--- config.mk ---
export PLATFORM = sky130hd
export DESIGN_NAME = lics_top
export DESIGN_NICKNAME = d
export VERILOG_FILES = /design/src/design/lics_pkg.sv /design/src/design/lics_ring_if.sv /design/src/design/lics_oneshot.sv /design/src/design/lics_top.sv
export VERILOG_INCLUDE_DIRS = /design/src /design/src/design
export SDC_FILE = /design/constraint.sdc
export NUM_CORES = 1
export LEC_CHECK = 0
export ABC_AREA = 1
export BUFFER_PORTS_ARGS = -buffer_cell sky130_fd_sc_hd__clkbuf_2
export CORE_MARGIN = 10
export CORE_UTILIZATION = 45
export DETAILED_ROUTE_END_ITERATION = 8
export PLACE_DENSITY = 0.73
export SLEW_MARGIN = 0
export SYNTH_ARGS = -nofsm -noshare
export SYNTH_HDL_FRONTEND = slang
export SYNTH_SLANG_ARGS = --single-unit
--- constraint.sdc ---
create_clock -name clk_in -period 2.1 [get_ports clk_in]
set_input_delay 0.105 -clock clk_in [delete_from_list [all_inputs] [get_ports clk_in]]
set_output_delay 0.105 -clock clk_in [all_outputs]
set_load 0.02 [all_outputs]
--- src/design/lics_params.svh ---
`ifndef LICS_PARAMS_SVH
`define LICS_PARAMS_SVH

// ----------------------------------------
// Register indices (byte address = index * 4)
// ----------------------------------------
`define LICS_IDX_CTRL2 8'h11
`define LICS_IDX_CTRL3 8'h12
`define LICS_IDX_ISTAT 8'h13
`define LICS_IDX_IMASK 8'h14

// ----------------------------------------
// Field positions
// ----------------------------------------
`define LICS_B_CAL_CLEAR 7
`define LICS_B_MANUAL_CALIBRATION_START 6
`define LICS_B_CAL_DIS 5
`define LICS_B_OPE 3
`define LICS_B_BTE 2
`define LICS_B_ROV 1
`define LICS_B_BTD 0
`define LICS_B_RING_RECTIFIER_SELECT 1
`define LICS_B_EV_TONE 0
`define LICS_B_EV_OVL 1

// ----------------------------------------
// Reset values and responses
// ----------------------------------------
`define LICS_RST_CTRL2 8'h00
`define LICS_RST_CTRL3 8'h00
`define LICS_RST_IRQ 2'h0
`define LICS_RESP_OKAY 2'h0
`define LICS_RESP_SLVERR 2'h2

// ----------------------------------------
// Timing
// ----------------------------------------
`define LICS_CLK_PERIOD_NS 50
`define LICS_ONESHOT_TIME_NS 1000000
`define LICS_ONESHOT_CYCLES (`LICS_ONESHOT_TIME_NS / `LICS_CLK_PERIOD_NS)

`endif

--- src/design/lics_pkg.sv ---
package lics_pkg;
   typedef enum logic [2:0] {
      LICS_SEL_CTRL2,
      LICS_SEL_CTRL3,
      LICS_SEL_ISTAT,
      LICS_SEL_IMASK,
      LICS_SEL_NONE
   } lics_sel_type;
endpackage : lics_pkg

--- src/design/lics_ring_if.sv ---
`timescale 1ns/1ns
interface lics_ring_if;
   logic start;
   logic active;
   modport timer (input start, output active);
   modport ctrl (output start, input active);
endinterface : lics_ring_if

--- src/design/lics_oneshot.sv ---
`timescale 1ns/1ns
`include "lics_params.svh"
module lics_oneshot #(
   parameter int unsigned CYCLES = `LICS_ONESHOT_CYCLES
) (
   input wire logic clk_in,       // System clock
   input wire logic rst_n_in,     // Synchronous reset
   lics_ring_if.timer ring_if     // Start and active
);
   localparam int CW = $clog2(CYCLES + 1);
   localparam logic [CW-1:0] LAST = CW'(CYCLES - 1);

   logic active_q;
   logic active_d;
   logic [CW-1:0] cnt_q;
   logic [CW-1:0] cnt_d;

   // ----------------------------------------
   // Non-retriggerable one-shot
   // ----------------------------------------
   // Crossings during the pulse are ignored so the width stays fixed
   assign active_d = active_q ? (cnt_q != LAST) : ring_if.start;
   assign cnt_d = (active_q && cnt_q != LAST) ? cnt_q + CW'(1) : '0;
   assign ring_if.active = active_q;

   always_ff @(posedge clk_in) begin
      if (!rst_n_in) begin
         active_q <= 1'b0;
         cnt_q <= '0;
      end else begin
         active_q <= active_d;
         cnt_q <= cnt_d;
      end
   end

   property p_os_start;
      @(posedge clk_in) disable iff (!rst_n_in)
         (ring_if.start && !active_q) |=> active_q;
   endproperty
   a_os_start: assert property (p_os_start) else $error("one-shot did not start");

   property p_os_end;
      @(posedge clk_in) disable iff (!rst_n_in)
         (active_q && cnt_q == LAST) |=> !active_q;
   endproperty
   a_os_end: assert property (p_os_end) else $error("one-shot did not time out");
endmodule : lics_oneshot

--- src/design/lics_top.sv ---
// Added by the designer: register access over AXI4-Lite.
`timescale 1ns/1ns
`include "lics_params.svh"
// Contract
// While calibration_clear is 1 the stored receive ADC calibration is discarded.
// Software writes calibration_clear back to 0 after setting it.
// Writing 1 to manual_calibration_start starts a manual receive ADC calibration.
// auto_calibration_disable at 1 suppresses automatic calibration, at 0 allows it.
// Reserved bits carry no meaning and software must not rely on them.
// Software clears overload_protection_enable before going off-hook; 1 enables it.
// While billing_tone_enable is 1 tones are detected and off-hook is held through them.
// A tone detected while enabled sets the read-only billing_tone_detected flag.
// Writing 0 to billing_tone_enable also clears billing_tone_detected.
// While billing_tone_enable is 0 billing_tone_detected is never set.
// A receive pin below ground sets receive_overload_flag.
// Writing 0 to receive_overload_flag clears it and receive_overload_irq_flag.
// With validation off, ring_rectifier_select picks half or full wave detection.
// With validation on, it picks the validated envelope or a threshold one-shot.
// Select 0 means half wave or envelope, 1 means full wave or one-shot.
// The one-shot length is a programmable counter constant.
module lics_top
   import lics_pkg::*;
#(
   parameter int ADDR_W = 12,
   parameter int unsigned ONESHOT_CYCLES = `LICS_ONESHOT_CYCLES
) (
   input wire logic clk_in,                         // 20 MHz clock
   input wire logic rst_n_in,                       // Synchronous reset
   input wire logic [ADDR_W-1:0] s_axi_awaddr_in,   // Write address
   input wire logic s_axi_awvalid_in,               // Write address valid
   output logic s_axi_awready_out,                  // Write address ready
   input wire logic [31:0] s_axi_wdata_in,          // Write data
   input wire logic [3:0] s_axi_wstrb_in,           // Write strobes
   input wire logic s_axi_wvalid_in,                // Write data valid
   output logic s_axi_wready_out,                   // Write data ready
   output logic [1:0] s_axi_bresp_out,              // Write response
   output logic s_axi_bvalid_out,                   // Write response valid
   input wire logic s_axi_bready_in,                // Write response ready
   input wire logic [ADDR_W-1:0] s_axi_araddr_in,   // Read address
   input wire logic s_axi_arvalid_in,               // Read address valid
   output logic s_axi_arready_out,                  // Read address ready
   output logic [31:0] s_axi_rdata_out,             // Read data
   output logic [1:0] s_axi_rresp_out,              // Read response
   output logic s_axi_rvalid_out,                   // Read valid
   input wire logic s_axi_rready_in,                // Read ready
   input wire logic billing_tone_in,                // Tone detector, async
   input wire logic rx_below_ground_in,             // Receive overload, async
   input wire logic ring_raw_in,                    // Ring detector output, async
   input wire logic ring_threshold_in,              // Ring threshold comparator, async
   input wire logic ring_validated_in,              // Validated envelope, async
   input wire logic ring_validation_enable_in,      // Validation on, same clock
   output logic calibration_clear_out,              // Discard calibration
   output logic manual_calibration_start_out,       // One-cycle start pulse
   output logic auto_calibration_disable_out,       // Suppress auto calibration
   output logic overload_protection_enable_out,     // Overload protection on
   output logic billing_tone_enable_out,            // Tone detection on
   output logic offhook_hold_out,                   // Hold off-hook during tone
   output logic ring_fullwave_out,                  // Detector rectifier mode
   output logic ring_detect_output_out,             // Ring detect pin level
   output logic irq_out                             // Level interrupt
);
   // ----------------------------------------
   // Address decode
   // ----------------------------------------
   function automatic lics_sel_type reg_dec(input logic [ADDR_W-1:0] a);
      logic [ADDR_W-1:0] base;
      base = a >> 2;
      if (a[1:0] != 2'h0) return LICS_SEL_NONE;
      if (base == ADDR_W'(`LICS_IDX_CTRL2)) return LICS_SEL_CTRL2;
      if (base == ADDR_W'(`LICS_IDX_CTRL3)) return LICS_SEL_CTRL3;
      if (base == ADDR_W'(`LICS_IDX_ISTAT)) return LICS_SEL_ISTAT;
      if (base == ADDR_W'(`LICS_IDX_IMASK)) return LICS_SEL_IMASK;
      return LICS_SEL_NONE;
   endfunction : reg_dec

   // ----------------------------------------
   // Input synchronisers
   // ----------------------------------------
   logic [4:0] sync1_q;
   logic [4:0] sync2_q;
   logic thr_prev_q;
   wire [4:0] async_in = {ring_validated_in, ring_threshold_in, ring_raw_in,
                          rx_below_ground_in, billing_tone_in};
   wire tone_s = sync2_q[0];
   wire ovl_s = sync2_q[1];
   wire ring_raw_s = sync2_q[2];
   wire thr_s = sync2_q[3];
   wire valid_s = sync2_q[4];

   always_ff @(posedge clk_in) begin
      if (!rst_n_in) begin
         sync1_q <= 5'h00;
         sync2_q <= 5'h00;
         thr_prev_q <= 1'b0;
      end else begin
         sync1_q <= async_in;
         sync2_q <= sync1_q;
         thr_prev_q <= thr_s;
      end
   end

   // ----------------------------------------
   // AXI4-Lite write channel
   // ----------------------------------------
   logic aw_held_q;
   logic w_held_q;
   logic [ADDR_W-1:0] aw_addr_q;
   logic [31:0] w_data_q;
   logic [3:0] w_strb_q;
   logic bvalid_q;
   logic [1:0] bresp_q;

   assign s_axi_awready_out = !aw_held_q && !bvalid_q;
   assign s_axi_wready_out = !w_held_q && !bvalid_q;
   wire aw_take = s_axi_awvalid_in && s_axi_awready_out;
   wire w_take = s_axi_wvalid_in && s_axi_wready_out;
   wire [ADDR_W-1:0] wr_addr = aw_held_q ? aw_addr_q : s_axi_awaddr_in;
   wire [31:0] wr_data = w_held_q ? w_data_q : s_axi_wdata_in;
   wire [3:0] wr_strb = w_held_q ? w_strb_q : s_axi_wstrb_in;
   wire wr_fire = (aw_held_q || aw_take) && (w_held_q || w_take);
   wire lics_sel_type wr_sel = reg_dec(wr_addr);
   // Registers are 8 bits wide; only lane 0 writes
   wire wr_lane = wr_fire && wr_strb[0];
   wire [7:0] wd = wr_data[7:0];
   wire wr_c2 = wr_lane && wr_sel == LICS_SEL_CTRL2;
   wire wr_c3 = wr_lane && wr_sel == LICS_SEL_CTRL3;
   wire wr_is = wr_lane && wr_sel == LICS_SEL_ISTAT;
   wire wr_im = wr_lane && wr_sel == LICS_SEL_IMASK;

   always_ff @(posedge clk_in) begin
      if (!rst_n_in) begin
         aw_held_q <= 1'b0;
         w_held_q <= 1'b0;
         aw_addr_q <= '0;
         w_data_q <= 32'h0000_0000;
         w_strb_q <= 4'h0;
         bvalid_q <= 1'b0;
         bresp_q <= `LICS_RESP_OKAY;
      end else begin
         aw_held_q <= (aw_held_q || aw_take) && !wr_fire;
         w_held_q <= (w_held_q || w_take) && !wr_fire;
         if (aw_take) aw_addr_q <= s_axi_awaddr_in;
         if (w_take) w_data_q <= s_axi_wdata_in;
         if (w_take) w_strb_q <= s_axi_wstrb_in;
         if (wr_fire) begin
            bvalid_q <= 1'b1;
            bresp_q <= (wr_sel == LICS_SEL_NONE) ? `LICS_RESP_SLVERR : `LICS_RESP_OKAY;
         end else if (s_axi_bready_in) begin
            bvalid_q <= 1'b0;
         end
      end
   end
   assign s_axi_bvalid_out = bvalid_q;
   assign s_axi_bresp_out = bresp_q;

   // ----------------------------------------
   // Control and status registers
   // ----------------------------------------
   logic cal_clr_q, manual_calibration_start_q, cal_dis_q, ope_q, bte_q, rov_q, btd_q, ring_rectifier_select_q;
   logic manual_calibration_start_pulse_q;
   logic [1:0] istat_q;
   logic [1:0] imask_q;

   wire rov_clr = wr_c2 && !wd[`LICS_B_ROV];
   wire bte_clr = wr_c2 && !wd[`LICS_B_BTE];
   wire tone_set = bte_q && tone_s;
   // Overload set wins over a clearing write
   wire rov_d = ovl_s || (rov_q && !rov_clr);
   // Disabling tone detection clears the flag even against a tone
   wire btd_d = !bte_clr && (tone_set || btd_q);
   wire [1:0] ev_set = {ovl_s, tone_set};
   wire [1:0] ev_clr = (wr_is ? wd[1:0] : 2'h0) | {rov_clr, 1'b0};
   wire [1:0] istat_d = (istat_q & ~ev_clr) | ev_set;

   always_ff @(posedge clk_in) begin
      if (!rst_n_in) begin
         {cal_clr_q, manual_calibration_start_q, cal_dis_q} <= 3'(`LICS_RST_CTRL2 >> `LICS_B_CAL_DIS);
         {ope_q, bte_q} <= 2'(`LICS_RST_CTRL2 >> `LICS_B_BTE);
         {rov_q, btd_q} <= 2'(`LICS_RST_CTRL2);
         ring_rectifier_select_q <= 1'(`LICS_RST_CTRL3 >> `LICS_B_RING_RECTIFIER_SELECT);
         manual_calibration_start_pulse_q <= 1'b0;
         istat_q <= `LICS_RST_IRQ;
         imask_q <= `LICS_RST_IRQ;
      end else begin
         if (wr_c2) begin
            cal_clr_q <= wd[`LICS_B_CAL_CLEAR];
            manual_calibration_start_q <= wd[`LICS_B_MANUAL_CALIBRATION_START];
            cal_dis_q <= wd[`LICS_B_CAL_DIS];
            ope_q <= wd[`LICS_B_OPE];
            bte_q <= wd[`LICS_B_BTE];
         end
         manual_calibration_start_pulse_q <= wr_c2 && wd[`LICS_B_MANUAL_CALIBRATION_START];
         if (wr_c3) ring_rectifier_select_q <= wd[`LICS_B_RING_RECTIFIER_SELECT];
         if (wr_im) imask_q <= wd[1:0];
         rov_q <= rov_d;
         btd_q <= btd_d;
         istat_q <= istat_d;
      end
   end

   // ----------------------------------------
   // Ring detect routing
   // ----------------------------------------
   lics_ring_if ring_if ();
   assign ring_if.start = ring_validation_enable_in && thr_s && !thr_prev_q;
   lics_oneshot #(.CYCLES(ONESHOT_CYCLES)) u_oneshot (
      .clk_in(clk_in),
      .rst_n_in(rst_n_in),
      .ring_if(ring_if)
   );
   // 0 = envelope, 1 = one-shot; the raw detector carries its own mode
   wire ring_d = !ring_validation_enable_in ? ring_raw_s :
                 (ring_rectifier_select_q ? ring_if.active : valid_s);

   // ----------------------------------------
   // Registered outputs
   // ----------------------------------------
   logic ring_q, hold_q, irq_q;
   always_ff @(posedge clk_in) begin
      if (!rst_n_in) begin
         ring_q <= 1'b0;
         hold_q <= 1'b0;
         irq_q <= 1'b0;
      end else begin
         ring_q <= ring_d;
         hold_q <= bte_q && tone_s;
         irq_q <= |(istat_d & imask_q);
      end
   end
   assign calibration_clear_out = cal_clr_q;
   assign manual_calibration_start_out = manual_calibration_start_pulse_q;
   assign auto_calibration_disable_out = cal_dis_q;
   assign overload_protection_enable_out = ope_q;
   assign billing_tone_enable_out = bte_q;
   assign offhook_hold_out = hold_q;
   assign ring_fullwave_out = ring_rectifier_select_q;
   assign ring_detect_output_out = ring_q;
   assign irq_out = irq_q;

   // ----------------------------------------
   // AXI4-Lite read channel
   // ----------------------------------------
   logic rvalid_q;
   logic [7:0] rdata_q;
   logic [1:0] rresp_q;
   wire lics_sel_type rd_sel = reg_dec(s_axi_araddr_in);
   // Reserved bits read as zero
   wire [7:0] ctrl2_val = {cal_clr_q, manual_calibration_start_q, cal_dis_q, 1'b0,
                           ope_q, bte_q, rov_q, btd_q};
   wire [7:0] ctrl3_val = {6'h00, ring_rectifier_select_q, 1'b0};
   wire [7:0] rd_val = (rd_sel == LICS_SEL_CTRL2) ? ctrl2_val :
                       (rd_sel == LICS_SEL_CTRL3) ? ctrl3_val :
                       (rd_sel == LICS_SEL_ISTAT) ? {6'h00, istat_q} :
                       (rd_sel == LICS_SEL_IMASK) ? {6'h00, imask_q} : 8'h00;
   assign s_axi_arready_out = !rvalid_q;
   wire ar_take = s_axi_arvalid_in && s_axi_arready_out;

   always_ff @(posedge clk_in) begin
      if (!rst_n_in) begin
         rvalid_q <= 1'b0;
         rdata_q <= 8'h00;
         rresp_q <= `LICS_RESP_OKAY;
      end else if (ar_take) begin
         rvalid_q <= 1'b1;
         rdata_q <= rd_val;
         rresp_q <= (rd_sel == LICS_SEL_NONE) ? `LICS_RESP_SLVERR : `LICS_RESP_OKAY;
      end else if (s_axi_rready_in) begin
         rvalid_q <= 1'b0;
      end
   end
   assign s_axi_rvalid_out = rvalid_q;
   assign s_axi_rdata_out = {24'h000000, rdata_q};
   assign s_axi_rresp_out = rresp_q;

   // ----------------------------------------
   // Checks
   // ----------------------------------------
   property p_calclr;
      @(posedge clk_in) disable iff (!rst_n_in)
         (wr_c2 && wd[`LICS_B_CAL_CLEAR]) |=> calibration_clear_out;
   endproperty
   a_calclr: assert property (p_calclr) else $error("calibration clear not held");
   property p_manual_calibration_start;
      @(posedge clk_in) disable iff (!rst_n_in)
         (wr_c2 && wd[`LICS_B_MANUAL_CALIBRATION_START]) |=> manual_calibration_start_out ##1
            (!manual_calibration_start_out || $past(wr_c2 && wd[`LICS_B_MANUAL_CALIBRATION_START]));
   endproperty
   a_manual_calibration_start: assert property (p_manual_calibration_start) else $error("manual calibration pulse wrong");
   property p_caldis;
      @(posedge clk_in) disable iff (!rst_n_in)
         wr_c2 |=> auto_calibration_disable_out == $past(wd[`LICS_B_CAL_DIS]);
   endproperty
   a_caldis: assert property (p_caldis) else $error("auto calibration disable wrong");
   property p_rsvd;
      @(posedge clk_in) disable iff (!rst_n_in)
         (ar_take && rd_sel == LICS_SEL_CTRL3) |=> s_axi_rdata_out[7:2] == 6'h00;
   endproperty
   a_rsvd: assert property (p_rsvd) else $error("reserved bits not zero");
   property p_hold;
      @(posedge clk_in) disable iff (!rst_n_in)
         (!bte_q || !tone_s) |=> !offhook_hold_out;
   endproperty
   a_hold: assert property (p_hold) else $error("off-hook held while disabled");
   property p_btd_set;
      @(posedge clk_in) disable iff (!rst_n_in)
         (bte_q && tone_s && !bte_clr) |=> btd_q ##0 istat_q[`LICS_B_EV_TONE];
   endproperty
   a_btd_set: assert property (p_btd_set) else $error("tone flag not set");
   property p_btd_clr;
      @(posedge clk_in) disable iff (!rst_n_in)
         bte_clr |=> !btd_q;
   endproperty
   a_btd_clr: assert property (p_btd_clr) else $error("tone flag not cleared");
   property p_btd_off;
      @(posedge clk_in) disable iff (!rst_n_in)
         (!bte_q && !btd_q) |=> !btd_q;
   endproperty
   a_btd_off: assert property (p_btd_off) else $error("tone flag set while disabled");
   property p_rov_set;
      @(posedge clk_in) disable iff (!rst_n_in)
         ovl_s |=> rov_q && istat_q[`LICS_B_EV_OVL];
   endproperty
   a_rov_set: assert property (p_rov_set) else $error("overload flag not set");

   property p_rov_clr;
      @(posedge clk_in) disable iff (!rst_n_in)
         (rov_clr && !ovl_s) |=> !rov_q && !istat_q[`LICS_B_EV_OVL];
   endproperty
   a_rov_clr: assert property (p_rov_clr) else $error("overload flags not cleared");

   property p_ring;
      @(posedge clk_in) disable iff (!rst_n_in)
         1'b1 |=> ring_detect_output_out == ($past(ring_validation_enable_in) ?
            ($past(ring_rectifier_select_q) ? $past(ring_if.active) : $past(valid_s)) : $past(ring_raw_s));
   endproperty
   a_ring: assert property (p_ring) else $error("ring detect routing wrong");
endmodule : lics_top

==> After elaboration in Yosys (flattened, before gate mapping) <==
Cells that the tools add are included.
{ "totals": {"elab_cells": 163, "register_bits": 80, "output_inout_bits": 50} }
{ "classes": {"addsub": 1, "n_reduce_logical": 44, "n_eq_ne": 17, "bitwise": 5, "n_mux": 67} }
{ "op_table": {"columns": ["operator", "count"], "rows": [
  ["10-bit by 5-bit equality test with 1-bit output (second input constant)", 8],
  ["3-bit two-way mux", 20],
  ["1-bit two-way mux", 38],
  ["1-bit logical AND", 22],
  ["8-bit two-way mux", 2],
  ["15-bit by 1-bit adder with 15-bit output (second input constant)", 1],
  ["15-bit inequality test (second input constant)", 1],
  ["3-bit by 2-bit equality test with 1-bit output (second input constant)", 4],
  ["12-bit two-way mux", 1],
  ["2-bit two-way mux", 6],
  ["1-bit zero test", 10],
  ["2-bit nonzero test", 4],
  ["3-bit by 1-bit equality test with 1-bit output (second input constant)", 2],
  ["3-bit equality test (second input constant)", 2],
  ["3-bit zero test", 2],
  ["2-bit bitwise AND", 2],
  ["1-bit logical OR", 4],
  ["2-bit bitwise OR", 2],
  ["2-bit NOT", 1],
  ["2-bit AND reduction", 1],
  ["2-bit OR reduction", 1]
]} }

==> Longest topological paths before layout <==
{ "logic_depth": {"ltp_word": 27, "ltp_mapped": 14} }

==> Cells and area by module <==
Synthesis repeated with hierarchy kept, for this count alone.
{ "hier_totals": {"hier_cells": 518, "hier_area_um2": 3641.0} }
{ "by_module_without_submodules": {"columns": ["mod", "instances", "cells_per_inst", "area_per_inst_um2"], "rows": [
  ["lics_top", 1, 399, 2836.5],
  ["lics_oneshot", 1, 119, 804.5]
]} }

==> Worst setup path after synthesis <==
OpenSTA, ideal clock, no wires.
{ "synth_path": {"path_type": "flip-flop to flip-flop", "from": "reg bvalid_q, in the netlist s_axi_bvalid_out", "to": "reg btd_q", "arrival_time_ps": 1874, "path_buffers": 0, "synth_period_minus_slack_ps": 1988, "slack_ps": 112, "stages_incl_launch_ff": 13, "required_time_ps": 1985, "cell_sequence": "dfxtp_1 nor2_1 nand2_1 inv_2 nor2_2 nor2_4 o21ai_2 inv_2 nand2_2 nor2_8 nand3_1 nand2_1 nor2_1"} }
{ "synth_between": {"elab_chain_cells": 10} }
{ "synth_rtl": {"columns": ["element", "line_no", "source"], "rows": [
  ["start: declaration", "lics_top.sv:110", "logic bvalid_q;"],
  ["start signal: assignment", "lics_top.sv:137", "bvalid_q <= 1'b0;"],
  ["start signal: assignment", "lics_top.sv:146", "bvalid_q <= 1'b1;"],
  ["start signal: assignment", "lics_top.sv:149", "bvalid_q <= 1'b0;"],
  ["1-bit zero test", "lics_top.sv:113", "assign s_axi_awready_out = !aw_held_q && !bvalid_q;"],
  ["1-bit logical AND", "lics_top.sv:113", null],
  ["net s_axi_awready_out", "lics_top.sv:31", "output logic s_axi_awready_out,"],
  ["1-bit logical AND", "lics_top.sv:115", "wire aw_take = s_axi_awvalid_in && s_axi_awready_out;"],
  ["1-bit logical OR", "lics_top.sv:120", "wire wr_fire = (aw_held_q || aw_take) && (w_held_q || w_take);"],
  ["1-bit logical AND", "lics_top.sv:120", null],
  ["1-bit logical AND", "lics_top.sv:123", "wire wr_lane = wr_fire && wr_strb[0];"],
  ["1-bit logical AND", "lics_top.sv:125", "wire wr_c2 = wr_lane && wr_sel == LICS_SEL_CTRL2;"],
  ["1-bit logical AND", "lics_top.sv:165", "wire bte_clr = wr_c2 && !wd[`LICS_B_BTE];"],
  ["1-bit zero test", "lics_top.sv:170", "wire btd_d = !bte_clr && (tone_set || btd_q);"],
  ["1-bit logical AND", "lics_top.sv:170", null],
  ["end signal: assignment", "lics_top.sv:179", "{rov_q, btd_q} <= 2'(`LICS_RST_CTRL2);"],
  ["end signal: assignment", "lics_top.sv:196", "btd_q <= btd_d;"],
  ["end: declaration", "lics_top.sv:159", "logic cal_clr_q, manual_calibration_start_q, cal_dis_q, ope_q, bte_q, rov_q, btd_q, ring_rectifier_select_q;"]
]} }
The timed path passes the listed nets, and every way through them passes these cells.
A chain may end at the register's enable or synchronous reset.

==> Worst setup path after layout <==
{ "layout_path": {"from": "reg aw_held_q", "to": "reg btd_q"} }
{ "layout_between": {"elab_chain_cells": 17} }
{ "layout_rtl": {"columns": ["element", "line_no", "source"], "rows": [
  ["start: declaration", "lics_top.sv:105", "logic aw_held_q;"],
  ["start signal: assignment", "lics_top.sv:140", "aw_held_q <= (aw_held_q || aw_take) && !wr_fire;"],
  ["12-bit two-way mux", "lics_top.sv:117", "wire [ADDR_W-1:0] wr_addr = aw_held_q ? aw_addr_q : s_axi_awaddr_in;"],
  ["10-bit by 5-bit equality test with 1-bit output", "lics_top.sv:72", "if (base == ADDR_W'(`LICS_IDX_IMASK)) return LICS_SEL_IMASK;"],
  ["1-bit two-way mux (2 in a row)", "lics_top.sv:72", null],
  ["1-bit two-way mux", "lics_top.sv:71", "if (base == ADDR_W'(`LICS_IDX_ISTAT)) return LICS_SEL_ISTAT;"],
  ["1-bit two-way mux", "lics_top.sv:70", "if (base == ADDR_W'(`LICS_IDX_CTRL3)) return LICS_SEL_CTRL3;"],
  ["1-bit two-way mux", "lics_top.sv:69", "if (base == ADDR_W'(`LICS_IDX_CTRL2)) return LICS_SEL_CTRL2;"],
  ["3-bit two-way mux", "lics_top.sv:73", "return LICS_SEL_NONE;"],
  ["3-bit two-way mux", "lics_top.sv:72", null],
  ["3-bit two-way mux", "lics_top.sv:71", null],
  ["3-bit two-way mux", "lics_top.sv:70", null],
  ["3-bit two-way mux", "lics_top.sv:69", null],
  ["3-bit zero test", "lics_top.sv:125", null],
  ["1-bit logical AND *", "lics_top.sv:125", null],
  ["1-bit logical AND *", "lics_top.sv:165", null],
  ["1-bit zero test *", "lics_top.sv:170", null],
  ["1-bit logical AND *", "lics_top.sv:170", null]
]} }
Mark *: on every way between the ends. The rest lies on a longest branch, timed or not. The select of a mux whose other input is x is not followed.

==> impl_metrics.json <==
{
  "synthDistinctLibCells": 41,
  "start_util_pct": 46.1,
  "dp_cells": 657,
  "fin_tns_setup_ns": 0,
  "ys_warn_count": 0,
  "grtUsageMet3_pct": 2.65,
  "crit_path_start_kind": "flip-flop",
  "worst_pin_slew_ns": 0.608,
  "synth-seq-cells": 76,
  "worstHoldStart": "s_axi_wstrb_in[0]",
  "grt_max_degree": 30,
  "dpl_cell_area_sq_um": 3890,
  "r2r-start": "aw_held_q$_SDFF_PN0_",
  "p_per_area_nw_per_um2": 793,
  "fmax_mhz": 521,
  "use_met2_pct": 23.8,
  "p_int_mw": 2.47,
  "hold_viol_final": 0,
  "wire_per_inst_um": 12.1,
  "required_ns": 2.34,
  "yosys.area.top_type": "dfxtp_1",
  "drc_errors": 0,
  "crit_path_end_kind": "flip-flop",
  "cts.clk_slew.worst_paths_ns": 0.08,
  "syn_to_final_growth_pct": 19.8,
  "grt.busiest_layer": "met2",
  "leakagePower_nw": 2.05,
  "reg2reg_depth": 13,
  "final_cells": 680,
  "skew_ns": 0.00966,
  "fp.coreArea_sq_um": 7690,
  "period_minus_slack_ns": 1.92,
  "critPathKind": "reg -> reg",
  "grt_pass1_wl_mm": 13.2,
  "drv_slew": 0,
  "timing.final.ws_setup_ns": 0.181,
  "synth_seq_area_share_pct": 43.0,
  "io_buffers": 67,
  "antenna_found_initial": 0,
  "clkLatencyLatePin_ns": 0.35,
  "htreeDepth": 3,
  "hold_path.class": "in -> reg",
  "cts.sinks": 76,
  "syn-cell-area_sq_um": 3540,
  "outcome": "finished, final reports clean",
  "finalSetupViolCount": 0,
  "hpwlAfterDp_mm": 6.49,
  "vias": 3208,
  "viasPerCell": 4.72,
  "die_w_um": 109,
  "grt_usage_pct": 13.7,
  "startpoint": "aw_held_q$_SDFF_PN0_",
  "arrival_ns": 2.16,
  "io_pins": 123,
  "whs_path_depth": 3,
  "combPwrFrac_pct": 13.7,
  "cts_buffers": 9,
  "dpl_worst_slack_ns": 0.0331,
  "placementRows": 32,
  "drt_wl_total_mm": 8.24,
  "netSwitchingPower_uw": 899,
  "synth_edf_count": 0,
  "fin_nets": 647,
  "dr.pass1.iters": 4,
  "die_area_sq_um": 11800,
  "swShare_pct": 26.7,
  "num_antenna_cells": 0,
  "n_fill_cell": 741,
  "ys_top_cells_by_area": "dfxtp_1 (43%), nand2_1 (11%), nor2_1 (7.2%)",
  "synth_top_cell_area_share_pct": 43.0,
  "cp_max_fo": 13,
  "cts_tree": "yes",
  "finalCritPeriodShare_pct": 91.4,
  "overflow": 0,
  "cts_max_path_buffers": 2,
  "routabilityCongestion": 0.795,
  "synth_flop_cell": "dfxtp_1",
  "use_met1_pct": 16.0,
  "dr.first_iter.drc_count": 113,
  "pwr-share-clk_pct": 40.1,
  "netlist_instances": 495,
  "max-slew-margin-rel_pct": 59.3,
  "pwr-share-seq_pct": 46.2,
  "root_buffer": "clkbuf_8",
  "die_h_um": 109,
  "drtAntennaViolNets": 0,
  "grt_pass1_vias": 3001,
  "drive_gt1_share_pct": 20.4,
  "maxCapViolCount": 0,
  "syn_avg_cell_area_sq_um": 7.16,
  "max-vdd-ir-drop_uv": 489,
  "final_util_pct": 55.2,
  "synthArstFlopShare_pct": 0,
  "fin_area_sq_um": 4240
}
[cells in the mapped netlist (4+ instances only)]
cell type,count
nor2_1,68
inv_2,5
nand3_1,31
a21oi_1,23
nand2_1,107
dfxtp_1,76
inv_1,54
nand4_1,8
nor3b_1,4
clkbuf_1,7
buf_4,27
nor4_1,5
nor3_1,9
o21ai_0,24
[placed cells by master (no fill, tap or decap), types with 3 or more instances in the layout]
| cell | count |
|---|---|
| a21oi_1 | 23 |
| a31oi_1 | 3 |
| buf_4 | 7 |
| bufinv_16 | 3 |
| clkbuf_2 | 67 |
| clkbuf_8 | 9 |
| conb_1 | 27 |
| dfxtp_1 | 74 |
| dlygate4sd3_1 | 6 |
| inv_1 | 54 |
| inv_2 | 4 |
| nand2_1 | 105 |
| nand2_2 | 5 |
| nand3_1 | 31 |
| nand4_1 | 8 |
| nor2_1 | 67 |
| nor2_2 | 3 |
| nor2_4 | 3 |
| nor3_1 | 9 |
| nor3b_1 | 4 |
| nor4_1 | 5 |
| o211ai_1 | 3 |
| o21ai_0 | 24 |
| o21ai_1 | 3 |
| o21bai_1 | 3 |
[through the flow]
| step | power (mW) | hold slack, ns |
|---|---|---|
| 5_1_grt | 3.52 | 0.0119 |
| 4_1_cts | 3.40 | 0.00319 |
| 2_1_floorplan | 1.93 | 0.203 |
| 6_report | 3.36 | 0.00987 |
| 3_3_place_gp | 2.02 | 0.290 |
| 3_5_place_dp | 2.04 | 0.294 |
[area by class of cell]
class                   count  area (sq um)  share of cell area [%]
multi-input cells         347          1670                    39.4
flip-flops and latches     76          1530                    36.0
repair buffers             80           448                    10.6
inverters                  59           224                    5.28
well taps                 102           128                    3.01
clock buffers               9           124                    2.92
clock inverters             7           124                    2.92
[worst max-delay path, stage by stage, from the launching register on]
cell and delay, ns:
dfxtp_4 0.40, buf_4 0.16, nor2_1 0.13, nand2_1 0.12
inv_4 0.13, nor2_2 0.07, nor2_4 0.14, o21ai_2 0.10
inv_2 0.09, nand2_2 0.10, nor2_8 0.16, nand3_1 0.10
nand2_1 0.09, nor2_1 0.04
[per-layer routing]
layer | share of wire, % | routed length (um)
met1 | 44 | 3630
met5 | 0 | 0
met3 | 4.9 | 400
met4 | 1.5 | 120
met2 | 50 | 4090
[cells by family after synthesis]
logic type,synth area share [%]
compound gates,10.6
xor+xnor,0.495
other cells,0.106
simple gates,32.0
flops,43.0
buf+inv,13.5
fa+ha+maj,0.353
[registers in the layout, indices dropped and copies added, names as in the netlist, 2 cells and up]
name,cells
w_data_q,7
aw_addr_q,12
imask_q,2
sync1_q,5
u_oneshot.cnt_q,15
istat_q,2
rdata_q,7
sync2_q,5
[path summary, 6_finish.rpt]
path | slack, ns | end
worst max-delay path | 0.18 | btd_q$_SDFF_PN0_
worst max register to register | 0.18 | btd_q$_SDFF_PN0_
worst min register to register | 0.42 | sync2_q[0]$_SDFF_PN0_
worst min-delay path | 0.01 | w_strb_q[0]$_SDFFE_PN0P_
[power by group through the flow]
stage / Combinational, mW / Clock (mW) / Sequential (mW)
2_1_floorplan: 0.343 / 0 / 1.59
3_3_place_gp: 0.436 / 0 / 1.58
3_5_place_dp: 0.449 / 0 / 1.59
4_1_cts: 0.459 / 1.39 / 1.55
5_1_grt: 0.518 / 1.44 / 1.57
6_report: 0.460 / 1.35 / 1.55
[repair_timing]
item                                    CTS  global route
hold buffers                              6             0
buffers inserted                          0             1
endpoints found under the setup margin    0            17
gates resized for setup                   0            10
hold endpoints to repair                  6             0
(Power assumes the default switching activity.)
